**src/sar_ctrl_params.svh**
```systemverilog
// Function
// - Convert start rising edge holds and converts
// - Eighteen step binary search, half downward
// - Finished code placed into parallel output register
// - Span quantised into two-to-eighteen codes
// - Channel and span chosen per conversion
// - Sequencer steps stored channel/span list
// - Eight channels, one selected per conversion
// - Mux change applies with no settling delay
// - Spans 7,6,3,2 are bipolar
// - Spans 5,4,1,0 are unipolar
// - Bipolar results in two's complement
// - Unipolar results in straight binary
// - Select pin chooses CMOS or LVDS port
// - Nap and power-down during idle periods
`ifndef SAR_CTRL_PARAMS_SVH
`define SAR_CTRL_PARAMS_SVH
`define RES_BITS     18
`define NUM_CH       8
`define SEQ_DEPTH    8
`define SPAN_BIPOLAR_MASK 8'hcc
`endif

```
**src/sar_ctrl_pkg.sv**
```systemverilog
package sar_ctrl_pkg;
   typedef enum logic [1:0] {ST_ACQ, ST_CONV, ST_DONE} conv_state_t;
   typedef enum logic [1:0] {PM_ACTIVE, PM_NAP, PM_DOWN} power_t;
endpackage

```
**src/sar_adc_conversion_control.sv**
```systemverilog
`timescale 1ns/100ps
`default_nettype none
`include "sar_ctrl_params.svh"
module sar_adc_conversion_control #(
   parameter int W  = `RES_BITS,
   parameter int NC = `NUM_CH,
   parameter int SD = `SEQ_DEPTH
) (
   input  wire logic         mclk,
   input  wire logic         reset,
   input  wire logic         convert_start,
   input  wire logic         comp_in,
   input  wire logic [2:0]   chan_sel,
   input  wire logic [2:0]   span_sel,
   input  wire logic         seq_enable,
   input  wire logic         seq_write,
   input  wire logic [2:0]   seq_addr,
   input  wire logic [5:0]   seq_data,
   input  wire logic [2:0]   seq_len_m1,
   input  wire logic         lvds_select,
   input  wire logic         nap_req,
   input  wire logic         pd_req,
   output logic              busy,
   output logic              hold,
   output logic [NC-1:0]     mux_en,
   output logic [W-1:0]      dac_code,
   output logic [W-1:0]      out_data,
   output logic [2:0]        out_chan,
   output logic [2:0]        out_span,
   output logic              out_valid,
   output logic              cmos_en,
   output logic              lvds_en,
   output logic              nap,
   output logic              power_down
);
   // ****************************************
   // Checks
   // ****************************************
   // Pointer and list address are three bits wide
   if (W != 18 || NC != 8 || SD > 8 || SD < 1) begin : g_bad_params
      $error("unsupported parameters");
   end

   // ****************************************
   // Pin synchronisers
   // ****************************************
   logic [2:0] cs_sync_reg;
   logic [1:0] lv_sync_reg, nap_sync_reg, pd_sync_reg;
   always_ff @(posedge mclk) begin
      if (reset) begin
         cs_sync_reg  <= 3'h0;
         lv_sync_reg  <= 2'h0;
         nap_sync_reg <= 2'h0;
         pd_sync_reg  <= 2'h0;
      end else begin
         cs_sync_reg  <= {cs_sync_reg[1:0], convert_start};
         lv_sync_reg  <= {lv_sync_reg[0], lvds_select};
         nap_sync_reg <= {nap_sync_reg[0], nap_req};
         pd_sync_reg  <= {pd_sync_reg[0], pd_req};
      end
   end
   // Edge taken on the second and third stages only
   logic cs_rise;
   assign cs_rise = cs_sync_reg[1] & ~cs_sync_reg[2];

   // ****************************************
   // Sequencer memory
   // ****************************************
   logic [5:0] seq_mem [SD];
   logic [2:0] seq_ptr_reg, seq_ptr_next;
   always_ff @(posedge mclk) begin
      if (seq_write) seq_mem[seq_addr] <= seq_data;
   end

   // ****************************************
   // Conversion control
   // ****************************************
   sar_ctrl_pkg::conv_state_t st_reg, st_next;
   logic         busy_reg, busy_next, hold_reg, hold_next, valid_reg, valid_next;
   logic [NC-1:0] mux_reg, mux_next;
   logic [2:0]   ch_reg, ch_next, sp_reg, sp_next, och_reg, och_next, osp_reg, osp_next;
   logic [W-1:0] data_reg, data_next;
   logic         search_start, search_done;
   logic [W-1:0] search_result, search_dac;
   logic [2:0]   pick_ch, pick_sp;
   logic         bipolar;

   always_comb begin
      if (seq_enable) begin
         pick_ch = seq_mem[seq_ptr_reg][5:3];
         pick_sp = seq_mem[seq_ptr_reg][2:0];
      end else begin
         pick_ch = chan_sel;
         pick_sp = span_sel;
      end
   end
   logic [7:0] bip_mask;
   assign bip_mask = `SPAN_BIPOLAR_MASK;
   assign bipolar  = bip_mask[sp_reg];

   always_comb begin
      st_next      = st_reg;
      busy_next    = busy_reg;
      hold_next    = hold_reg;
      valid_next   = 1'b0;
      mux_next     = mux_reg;
      ch_next      = ch_reg;
      sp_next      = sp_reg;
      och_next     = och_reg;
      osp_next     = osp_reg;
      data_next    = data_reg;
      seq_ptr_next = seq_ptr_reg;
      search_start = 1'b0;
      unique case (st_reg)
         sar_ctrl_pkg::ST_ACQ: begin
            // All channels track, so a new mux choice needs no wait
            if (cs_rise && !power_down && !nap) begin
               st_next      = sar_ctrl_pkg::ST_CONV;
               busy_next    = 1'b1;
               hold_next    = 1'b1;
               ch_next      = pick_ch;
               sp_next      = pick_sp;
               mux_next     = NC'(1) << pick_ch;
               search_start = 1'b1;
               if (seq_enable)
                  seq_ptr_next = (seq_ptr_reg >= seq_len_m1) ? 3'h0 : seq_ptr_reg + 3'h1;
            end
            if (!seq_enable) seq_ptr_next = 3'h0;
         end
         sar_ctrl_pkg::ST_CONV: begin
            if (search_done) begin
               st_next = sar_ctrl_pkg::ST_DONE;
               // Flip the MSB to turn offset binary into two's complement
               data_next = bipolar ? (search_result ^ {1'b1, {(W-1){1'b0}}})
                                   : search_result;
               och_next  = ch_reg;
               osp_next  = sp_reg;
            end
         end
         sar_ctrl_pkg::ST_DONE: begin
            st_next    = sar_ctrl_pkg::ST_ACQ;
            valid_next = 1'b1;
            busy_next  = 1'b0;
            hold_next  = 1'b0;
            mux_next   = '0;
         end
         default: begin
            st_next = sar_ctrl_pkg::ST_ACQ;
         end
      endcase
   end

   always_ff @(posedge mclk) begin
      if (reset) begin
         st_reg      <= sar_ctrl_pkg::ST_ACQ;
         busy_reg    <= 1'b0;
         hold_reg    <= 1'b0;
         valid_reg   <= 1'b0;
         mux_reg     <= '0;
         ch_reg      <= 3'h0;
         sp_reg      <= 3'h0;
         och_reg     <= 3'h0;
         osp_reg     <= 3'h0;
         data_reg    <= '0;
         seq_ptr_reg <= 3'h0;
      end else begin
         st_reg      <= st_next;
         busy_reg    <= busy_next;
         hold_reg    <= hold_next;
         valid_reg   <= valid_next;
         mux_reg     <= mux_next;
         ch_reg      <= ch_next;
         sp_reg      <= sp_next;
         och_reg     <= och_next;
         osp_reg     <= osp_next;
         data_reg    <= data_next;
         seq_ptr_reg <= seq_ptr_next;
      end
   end

   sar_search #(.W(W)) u_search (
      .mclk     (mclk),
      .reset    (reset),
      .start    (search_start),
      .comp_in  (comp_in),
      .dac_code (search_dac),
      .result   (search_result),
      .done     (search_done)
   );

   // ****************************************
   // Port select and power states
   // ****************************************
   logic cmos_reg, lvds_reg, nap_reg, pd_reg;
   logic cmos_next, lvds_next, nap_next, pd_next;
   logic idle;
   // Judged on the next state, so a start and a nap never land together
   assign idle = (st_next == sar_ctrl_pkg::ST_ACQ) && !busy_next;
   always_comb begin
      cmos_next = ~lv_sync_reg[1];
      lvds_next = lv_sync_reg[1];
      // Power states only entered while idle
      nap_next  = idle ? nap_sync_reg[1] : nap_reg;
      pd_next   = idle ? pd_sync_reg[1] : pd_reg;
   end
   always_ff @(posedge mclk) begin
      if (reset) begin
         cmos_reg <= 1'b1;
         lvds_reg <= 1'b0;
         nap_reg  <= 1'b0;
         pd_reg   <= 1'b0;
      end else begin
         cmos_reg <= cmos_next;
         lvds_reg <= lvds_next;
         nap_reg  <= nap_next;
         pd_reg   <= pd_next;
      end
   end

   assign busy       = busy_reg;
   assign hold       = hold_reg;
   assign mux_en     = mux_reg;
   // Comparator must judge the trial of this very cycle, so no extra stage
   assign dac_code   = search_dac;
   assign out_data   = data_reg;
   assign out_chan   = och_reg;
   assign out_span   = osp_reg;
   assign out_valid  = valid_reg;
   assign cmos_en    = cmos_reg;
   assign lvds_en    = lvds_reg;
   assign nap        = nap_reg;
   assign power_down = pd_reg;

   // ****************************************
   // Assertions
   // ****************************************
   property p_start_busy;
      @(posedge mclk) disable iff (reset)
      (st_reg == sar_ctrl_pkg::ST_ACQ && cs_rise && !nap && !power_down) |=> busy && hold;
   endproperty
   a_start_busy: assert property (p_start_busy) else $error("no busy after start");
   property p_conv_len;
      @(posedge mclk) disable iff (reset)
      $rose(busy) |-> ##20 out_valid;
   endproperty
   a_conv_len: assert property (p_conv_len) else $error("result timing wrong");
   property p_busy_ends;
      @(posedge mclk) disable iff (reset) out_valid |-> !busy && mux_en == '0;
   endproperty
   a_busy_ends: assert property (p_busy_ends) else $error("busy after result");
   property p_onemux;
      @(posedge mclk) disable iff (reset) busy |-> $onehot(mux_en);
   endproperty
   a_onemux: assert property (p_onemux) else $error("mux not one channel");
   property p_bip;
      @(posedge mclk) disable iff (reset)
      (st_reg == sar_ctrl_pkg::ST_CONV && search_done && bipolar)
      |=> out_data[W-1] != $past(search_result[W-1]);
   endproperty
   a_bip: assert property (p_bip) else $error("bipolar format wrong");
   property p_uni;
      @(posedge mclk) disable iff (reset)
      (st_reg == sar_ctrl_pkg::ST_CONV && search_done && !bipolar)
      |=> out_data == $past(search_result);
   endproperty
   a_uni: assert property (p_uni) else $error("unipolar format wrong");
   property p_port;
      @(posedge mclk) disable iff (reset) cmos_en != lvds_en;
   endproperty
   a_port: assert property (p_port) else $error("port select broken");
   property p_chan;
      @(posedge mclk) disable iff (reset)
      (st_reg == sar_ctrl_pkg::ST_ACQ && cs_rise && !nap && !power_down && !seq_enable)
      |=> ch_reg == $past(chan_sel) && sp_reg == $past(span_sel);
   endproperty
   a_chan: assert property (p_chan) else $error("selection not applied");
   property p_nap_idle;
      @(posedge mclk) disable iff (reset) $rose(nap) |-> !busy;
   endproperty
   a_nap_idle: assert property (p_nap_idle) else $error("nap while busy");
   property p_first_trial;
      @(posedge mclk) disable iff (reset)
      $rose(busy) |-> dac_code == {1'b1, {(W-1){1'b0}}};
   endproperty
   a_first_trial: assert property (p_first_trial) else $error("search not from half");
   property p_valid_pulse;
      @(posedge mclk) disable iff (reset) out_valid |=> !out_valid;
   endproperty
   a_valid_pulse: assert property (p_valid_pulse) else $error("result strobe too long");
   property p_idle_mux;
      @(posedge mclk) disable iff (reset) !busy |-> mux_en == '0 && !hold;
   endproperty
   a_idle_mux: assert property (p_idle_mux) else $error("channel held while idle");
   property p_seq_pick;
      @(posedge mclk) disable iff (reset)
      (st_reg == sar_ctrl_pkg::ST_ACQ && cs_rise && !nap && !power_down && seq_enable)
      |=> ch_reg == $past(seq_mem[seq_ptr_reg][5:3])
          && sp_reg == $past(seq_mem[seq_ptr_reg][2:0]);
   endproperty
   a_seq_pick: assert property (p_seq_pick) else $error("list entry not applied");
   c_conv: cover property (@(posedge mclk) out_valid);
   c_seq: cover property (@(posedge mclk) out_valid && seq_enable);
   c_bip: cover property (@(posedge mclk) out_valid && bipolar);
   c_nap: cover property (@(posedge mclk) nap || power_down);
endmodule
`default_nettype wire

```
**src/sar_search.sv**
```systemverilog
`timescale 1ns/100ps
`default_nettype none
`include "sar_ctrl_params.svh"
module sar_search #(
   parameter int W = `RES_BITS
) (
   input  wire logic         mclk,
   input  wire logic         reset,
   input  wire logic         start,
   input  wire logic         comp_in,
   output logic [W-1:0]      dac_code,
   output logic [W-1:0]      result,
   output logic              done
);
   logic [W-1:0] trial_reg, trial_next, code_reg, code_next;
   logic         done_reg, done_next;
   if (W < 2) begin : g_bad_width
      $error("search width too small");
   end
   always_comb begin
      trial_next = trial_reg;
      code_next  = code_reg;
      done_next  = 1'b0;
      if (start) begin
         trial_next = {1'b1, {(W-1){1'b0}}};
         code_next  = {1'b1, {(W-1){1'b0}}};
      end else if (trial_reg != '0) begin
         // Comparator says input below trial: drop this bit
         if (!comp_in) code_next = code_reg & ~trial_reg;
         trial_next = trial_reg >> 1;
         if (trial_reg[0]) done_next = 1'b1;
         else code_next = (comp_in ? code_reg : code_reg & ~trial_reg) | (trial_reg >> 1);
      end
   end
   always_ff @(posedge mclk) begin
      if (reset) begin
         trial_reg <= '0;
         code_reg  <= '0;
         done_reg  <= 1'b0;
      end else begin
         trial_reg <= trial_next;
         code_reg  <= code_next;
         done_reg  <= done_next;
      end
   end
   assign dac_code = code_reg;
   assign result   = code_reg;
   assign done     = done_reg;
   // Start loads the half-scale trial, then one edge per bit, then done
   property p_eighteen;
      @(posedge mclk) disable iff (reset) start |-> ##19 done;
   endproperty
   a_eighteen: assert property (p_eighteen) else $error("search length wrong");
   property p_onehot;
      @(posedge mclk) disable iff (reset) $onehot0(trial_reg);
   endproperty
   a_onehot: assert property (p_onehot) else $error("trial not one-hot");
endmodule
`default_nettype wire

```
**config.mk**
```make
export PLATFORM = sky130hd
export DESIGN_NAME = sar_adc_conversion_control
export DESIGN_NICKNAME = d
export VERILOG_FILES = /design/src/sar_ctrl_pkg.sv /design/src/sar_adc_conversion_control.sv /design/src/sar_search.sv
export VERILOG_INCLUDE_DIRS = /design/src
export SDC_FILE = /design/constraint.sdc
export NUM_CORES = 1
export LEC_CHECK = 0
export BUFFER_PORTS_ARGS = -buffer_cell sky130_fd_sc_hd__buf_2
export CORE_UTILIZATION = 40
export CTS_CLUSTER_DIAMETER = 100
export DETAILED_ROUTE_END_ITERATION = 6
export PLACE_DENSITY_LB_ADDON = 0.3
export SYNTH_ARGS = -nofsm -noshare
export SYNTH_HDL_FRONTEND = slang
export SYNTH_SLANG_ARGS = --single-unit
```
**constraint.sdc**
```tcl
create_clock -name mclk -period 1.55 [get_ports mclk]
set_input_delay 0.0775 -clock mclk [delete_from_list [all_inputs] [get_ports mclk]]
set_output_delay 0.0775 -clock mclk [all_outputs]
set_load 0.01 [all_outputs]
```
==> results.rst <==
.. list-table::
   :header-rows: 1

   * - Metric
     - Value
   * - Worst rel slew slack
     - 0.661
   * - Yosys top cell area share
     - 0.368
   * - Register share of total power
     - 0.465
   * - Clock-pin transition on the worst setup and hold timing paths
     - 0.06 ns
   * - Worst endpoint required time
     - 1.91 ns
   * - Count of nets after finishing
     - 638
   * - Die Ht
     - 119 µm
   * - Run status
     - finished with violations
   * - Clock tree root driver cell
     - sky130_fd_sc_hd__clkbuf_16
   * - Top-level I/O count
     - 84
   * - Largest area contributor in the synthesized netlist
     - sky130_fd_sc_hd__dfxtp_1
   * - Total congestion overflow
     - 0
   * - Crit path setup slack, layout
     - -0.129 ns
   * - Total Routing Usage GR
     - 0.170
   * - Slew Limit Fails
     - 0
   * - Post-Synthesis Cells
     - 485
   * - Mean routed wirelength per cell
     - 14.2 µm
   * - Flip-flop count of the largest register after layout
     - 48
   * - Number of nets with antenna violations after routing
     - 0
   * - Met3 Resource Use GR
     - 0.0502
   * - CP Class
     - reg2reg
   * - Worst clock skew on the final layout
     - 0.00409 ns
   * - First-pass DRT Iterations
     - 4
   * - Failing checks
     - setup timing
   * - Maximum net fanout on the critical path
     - 11
   * - DR DRC count
     - 0
   * - Vias in the first global route
     - 3748
   * - Maximum number of pins on one net before global-route repair
     - 37
   * - Final standard cell utilization of the core
     - 0.533
   * - Initial DRC count
     - 217
   * - Detailed-route vias per instance
     - 4.82
   * - Crit. End Element
     - register
   * - Share of the yosys chip area belonging to registers
     - 0.634
   * - Combinational share of power
     - 0.044
   * - Worst-Margin Slew
     - 0.507 ns
   * - Final weighted congestion in routability-driven placement
     - 0.772
   * - Data arrival time of the worst path
     - 2.04 ns
   * - Setup WS pre-CTS
     - -0.161 ns
   * - Switching Fraction
     - 0.202
   * - PwrDens
     - 1250 nW/µm²
   * - Kind of path behind the tightest hold check
     - in2reg
   * - Yosys warns
     - 0
   * - GRT Max-Usage Layer
     - met2
   * - Portion of the clock cycle consumed by the worst path in the final layout
     - 1.08
   * - FMAX
     - 596 MHz
   * - H-tree depth
     - 4
   * - Most common cell after layout, fill and taps aside
     - sky130_fd_sc_hd__dfxtp_1
   * - Number of library cell types mapped by synthesis
     - 42
   * - Buffers added on ports
     - 83
   * - Synthesized area per cell
     - 11.2 µm²
   * - Fraction of final layout cells with drive strength greater than 1
     - 0.284
   * - Net switching power
     - 1.79 mW
   * - Cell Int Power
     - 7.05 mW
   * - Seq cells post-synth
     - 148
   * - Total CTS buffers
     - 17
   * - Bufs on Longest Clock Path
     - 2
   * - Floorplan row count
     - 42
   * - Combined area of all synthesized cells
     - 5430 µm²
   * - Overall die width
     - 119 µm
   * - Core Area
     - 13200 µm²
   * - Post-layout minimum cycle time
     - 1.68 ns
   * - Area growth from synthesis to final layout
     - 30.0%
   * - Setup slack of the worst register-to-register path
     - -0.13 ns
   * - Most used cells in the layout excluding fill and tap cells
     - sky130_fd_sc_hd__dfxtp_1, sky130_fd_sc_hd__buf_2, sky130_fd_sc_hd__nand2_1, sky130_fd_sc_hd__edfxtp_1, sky130_fd_sc_hd__nor2_1
   * - CTS tree
     - yes
   * - Area of the die
     - 14100 µm²
   * - Final-report hold violation count
     - 0
   * - Clk sink count
     - 148
   * - Worst supply voltage drop on vdd
     - 0.762 mV
   * - Global-route met2 utilization
     - 0.276
   * - RSZ-0062 raised after global routing
     - true
   * - Met1 usage in global routing
     - 0.212
   * - Leak Pwr
     - 2.76 nW
   * - Total via count in the routed design
     - 3835
   * - Syn Nets
     - 516
   * - Max-cap violations
     - 0
   * - Starting density of the core
     - 0.410
   * - Area contributors post-synth
     - sky130_fd_sc_hd__dfxtp_1, sky130_fd_sc_hd__edfxtp_1, sky130_fd_sc_hd__nand2_1
   * - Antenna fix cells
     - 0
   * - Global-route wire length before repair
     - 18400 µm
   * - Largest Register
     - seq_mem
   * - Clock share of power
     - 0.491
   * - Final setup viols
     - 14
   * - Placed wire-length estimate
     - 7870 µm
   * - Final WL
     - 11300 µm
   * - Number of antenna violations at the first check in global routing
     - 0
   * - Clock insertion delay at the later pin of the skew report
     - 0.41 ns
   * - Kind of launch point of the worst setup path
     - register
[worst max-delay path, stage by stage, from the launching register on]
cell and delay (ns):
sky130_fd_sc_hd__dfxtp_2 0.34, sky130_fd_sc_hd__buf_12 0.15, sky130_fd_sc_hd__mux2i_1 0.12, sky130_fd_sc_hd__mux4_2 0.50, sky130_fd_sc_hd__mux2_4 0.30, sky130_fd_sc_hd__nor2_4 0.09
sky130_fd_sc_hd__a22o_1 0.13
[power groups by stage]
stage | logic, mW | registers (mW) | clock network [mW]
floorplan | 0.182 | 4.19 | 0
global placement | 0.331 | 4.19 | 0
detailed placement | 0.340 | 4.19 | 0
CTS | 0.373 | 4.11 | 4.40
global route | 0.428 | 4.11 | 4.59
finish | 0.391 | 4.11 | 4.34
[routing by layer]
metal / part of all wire / vias to the layer above
met5: 0 / -
met4: 0.014 / 0
met3: 0.040 / 16
met2: 0.48 / 73
met1: 0.47 / 1824
li1: - / 1922
[cell usage after synthesis]
master and count:
sky130_fd_sc_hd__a32oi_1 1, sky130_fd_sc_hd__o2bb2ai_1 4, sky130_fd_sc_hd__dfxtp_1 100, sky130_fd_sc_hd__nor2b_1 13
sky130_fd_sc_hd__and2_1 18, sky130_fd_sc_hd__o211ai_1 3, sky130_fd_sc_hd__buf_12 1, sky130_fd_sc_hd__edfxtp_1 48
sky130_fd_sc_hd__a22oi_1 2, sky130_fd_sc_hd__a22o_1 4, sky130_fd_sc_hd__or4_1 1, sky130_fd_sc_hd__nor4b_1 1
sky130_fd_sc_hd__nand2_1 61, sky130_fd_sc_hd__mux2i_1 18, sky130_fd_sc_hd__or3b_1 1, sky130_fd_sc_hd__nand2b_1 7
sky130_fd_sc_hd__mux4_1 6, sky130_fd_sc_hd__a21oi_1 34, sky130_fd_sc_hd__buf_1 2, sky130_fd_sc_hd__nor3b_1 2
sky130_fd_sc_hd__and3b_1 1, sky130_fd_sc_hd__buf_2 3, sky130_fd_sc_hd__nor3_1 4, sky130_fd_sc_hd__a41oi_2 2
sky130_fd_sc_hd__mux4_2 1, sky130_fd_sc_hd__mux2_2 1, sky130_fd_sc_hd__nor2_1 41, sky130_fd_sc_hd__xnor2_1 1
sky130_fd_sc_hd__nor2_2 1, sky130_fd_sc_hd__nor4_1 4, sky130_fd_sc_hd__ha_1 4, sky130_fd_sc_hd__a21boi_0 1
sky130_fd_sc_hd__inv_1 23, sky130_fd_sc_hd__or3b_2 1, sky130_fd_sc_hd__a21o_1 1, sky130_fd_sc_hd__o21ai_0 37
sky130_fd_sc_hd__nand3_1 4, sky130_fd_sc_hd__o21bai_1 1, sky130_fd_sc_hd__buf_6 3, sky130_fd_sc_hd__nand3b_1 4
sky130_fd_sc_hd__a211oi_1 4, sky130_fd_sc_hd__clkbuf_1 16
[path summary, 6_finish.rpt]
path,depth (start not counted),end,from
worst min-delay path,3,sp_reg[2]$_SDFFE_PP0P_,span_sel[2]
worst max-delay path,6,mux_en[6]$_SDFFE_PP0P_,register
worst max register to register,6,mux_en[6]$_SDFFE_PP0P_,register
worst min register to register,1,cs_sync_reg[1]$_SDFF_PP0_,cs_sync_reg[0]$_SDFF_PP0_
[metrics by stage]
stage                     TNS (ns)  instance area (µm²)  instances  hold WS [ns]  power, mW
after floorplan             -0.229                 5430        485         0.176       4.37
after global placement       -2.34                 6210        751         0.292       4.52
after detailed placement     -4.01                 6210        751         0.297       4.53
after CTS                    -1.19                 6990        795        0.0149       8.88
after global routing         -2.43                 7060        796        0.0383       9.13
final                        -1.11                 7060        796        0.0306       8.84
[cells by family after synthesis]
family,synth area share
AOI/OAI and AO/OA,0.102
xor gates and xnor gates,0.00161
adders and majority gates,0.00921
buffers and inverters,0.0410
DFF,0.634
muxes,0.0684
and+or+nand+nor,0.143
[area by class of cell]
class                           count  area (µm²)
Clock buffer                       21         460
Multi-Input combinational cell    289        1850
Timing Repair Buffer              128         826
Fill cell                        1154        6180
Inverter                           23        86.3
Clock inverter                     11         175
Sequential cell                   148        3450
Tap cell                          176         220
[repair_timing]
action	4_1_cts	5_1_grt
pin swaps	7	10
hold buffers	11	0
hold endpoints to repair	53	0
gates resized for setup	10	17
endpoints found under the setup margin	36	39
buffers inserted	1	1
Note: power is estimated with default switching activity, not from simulation.
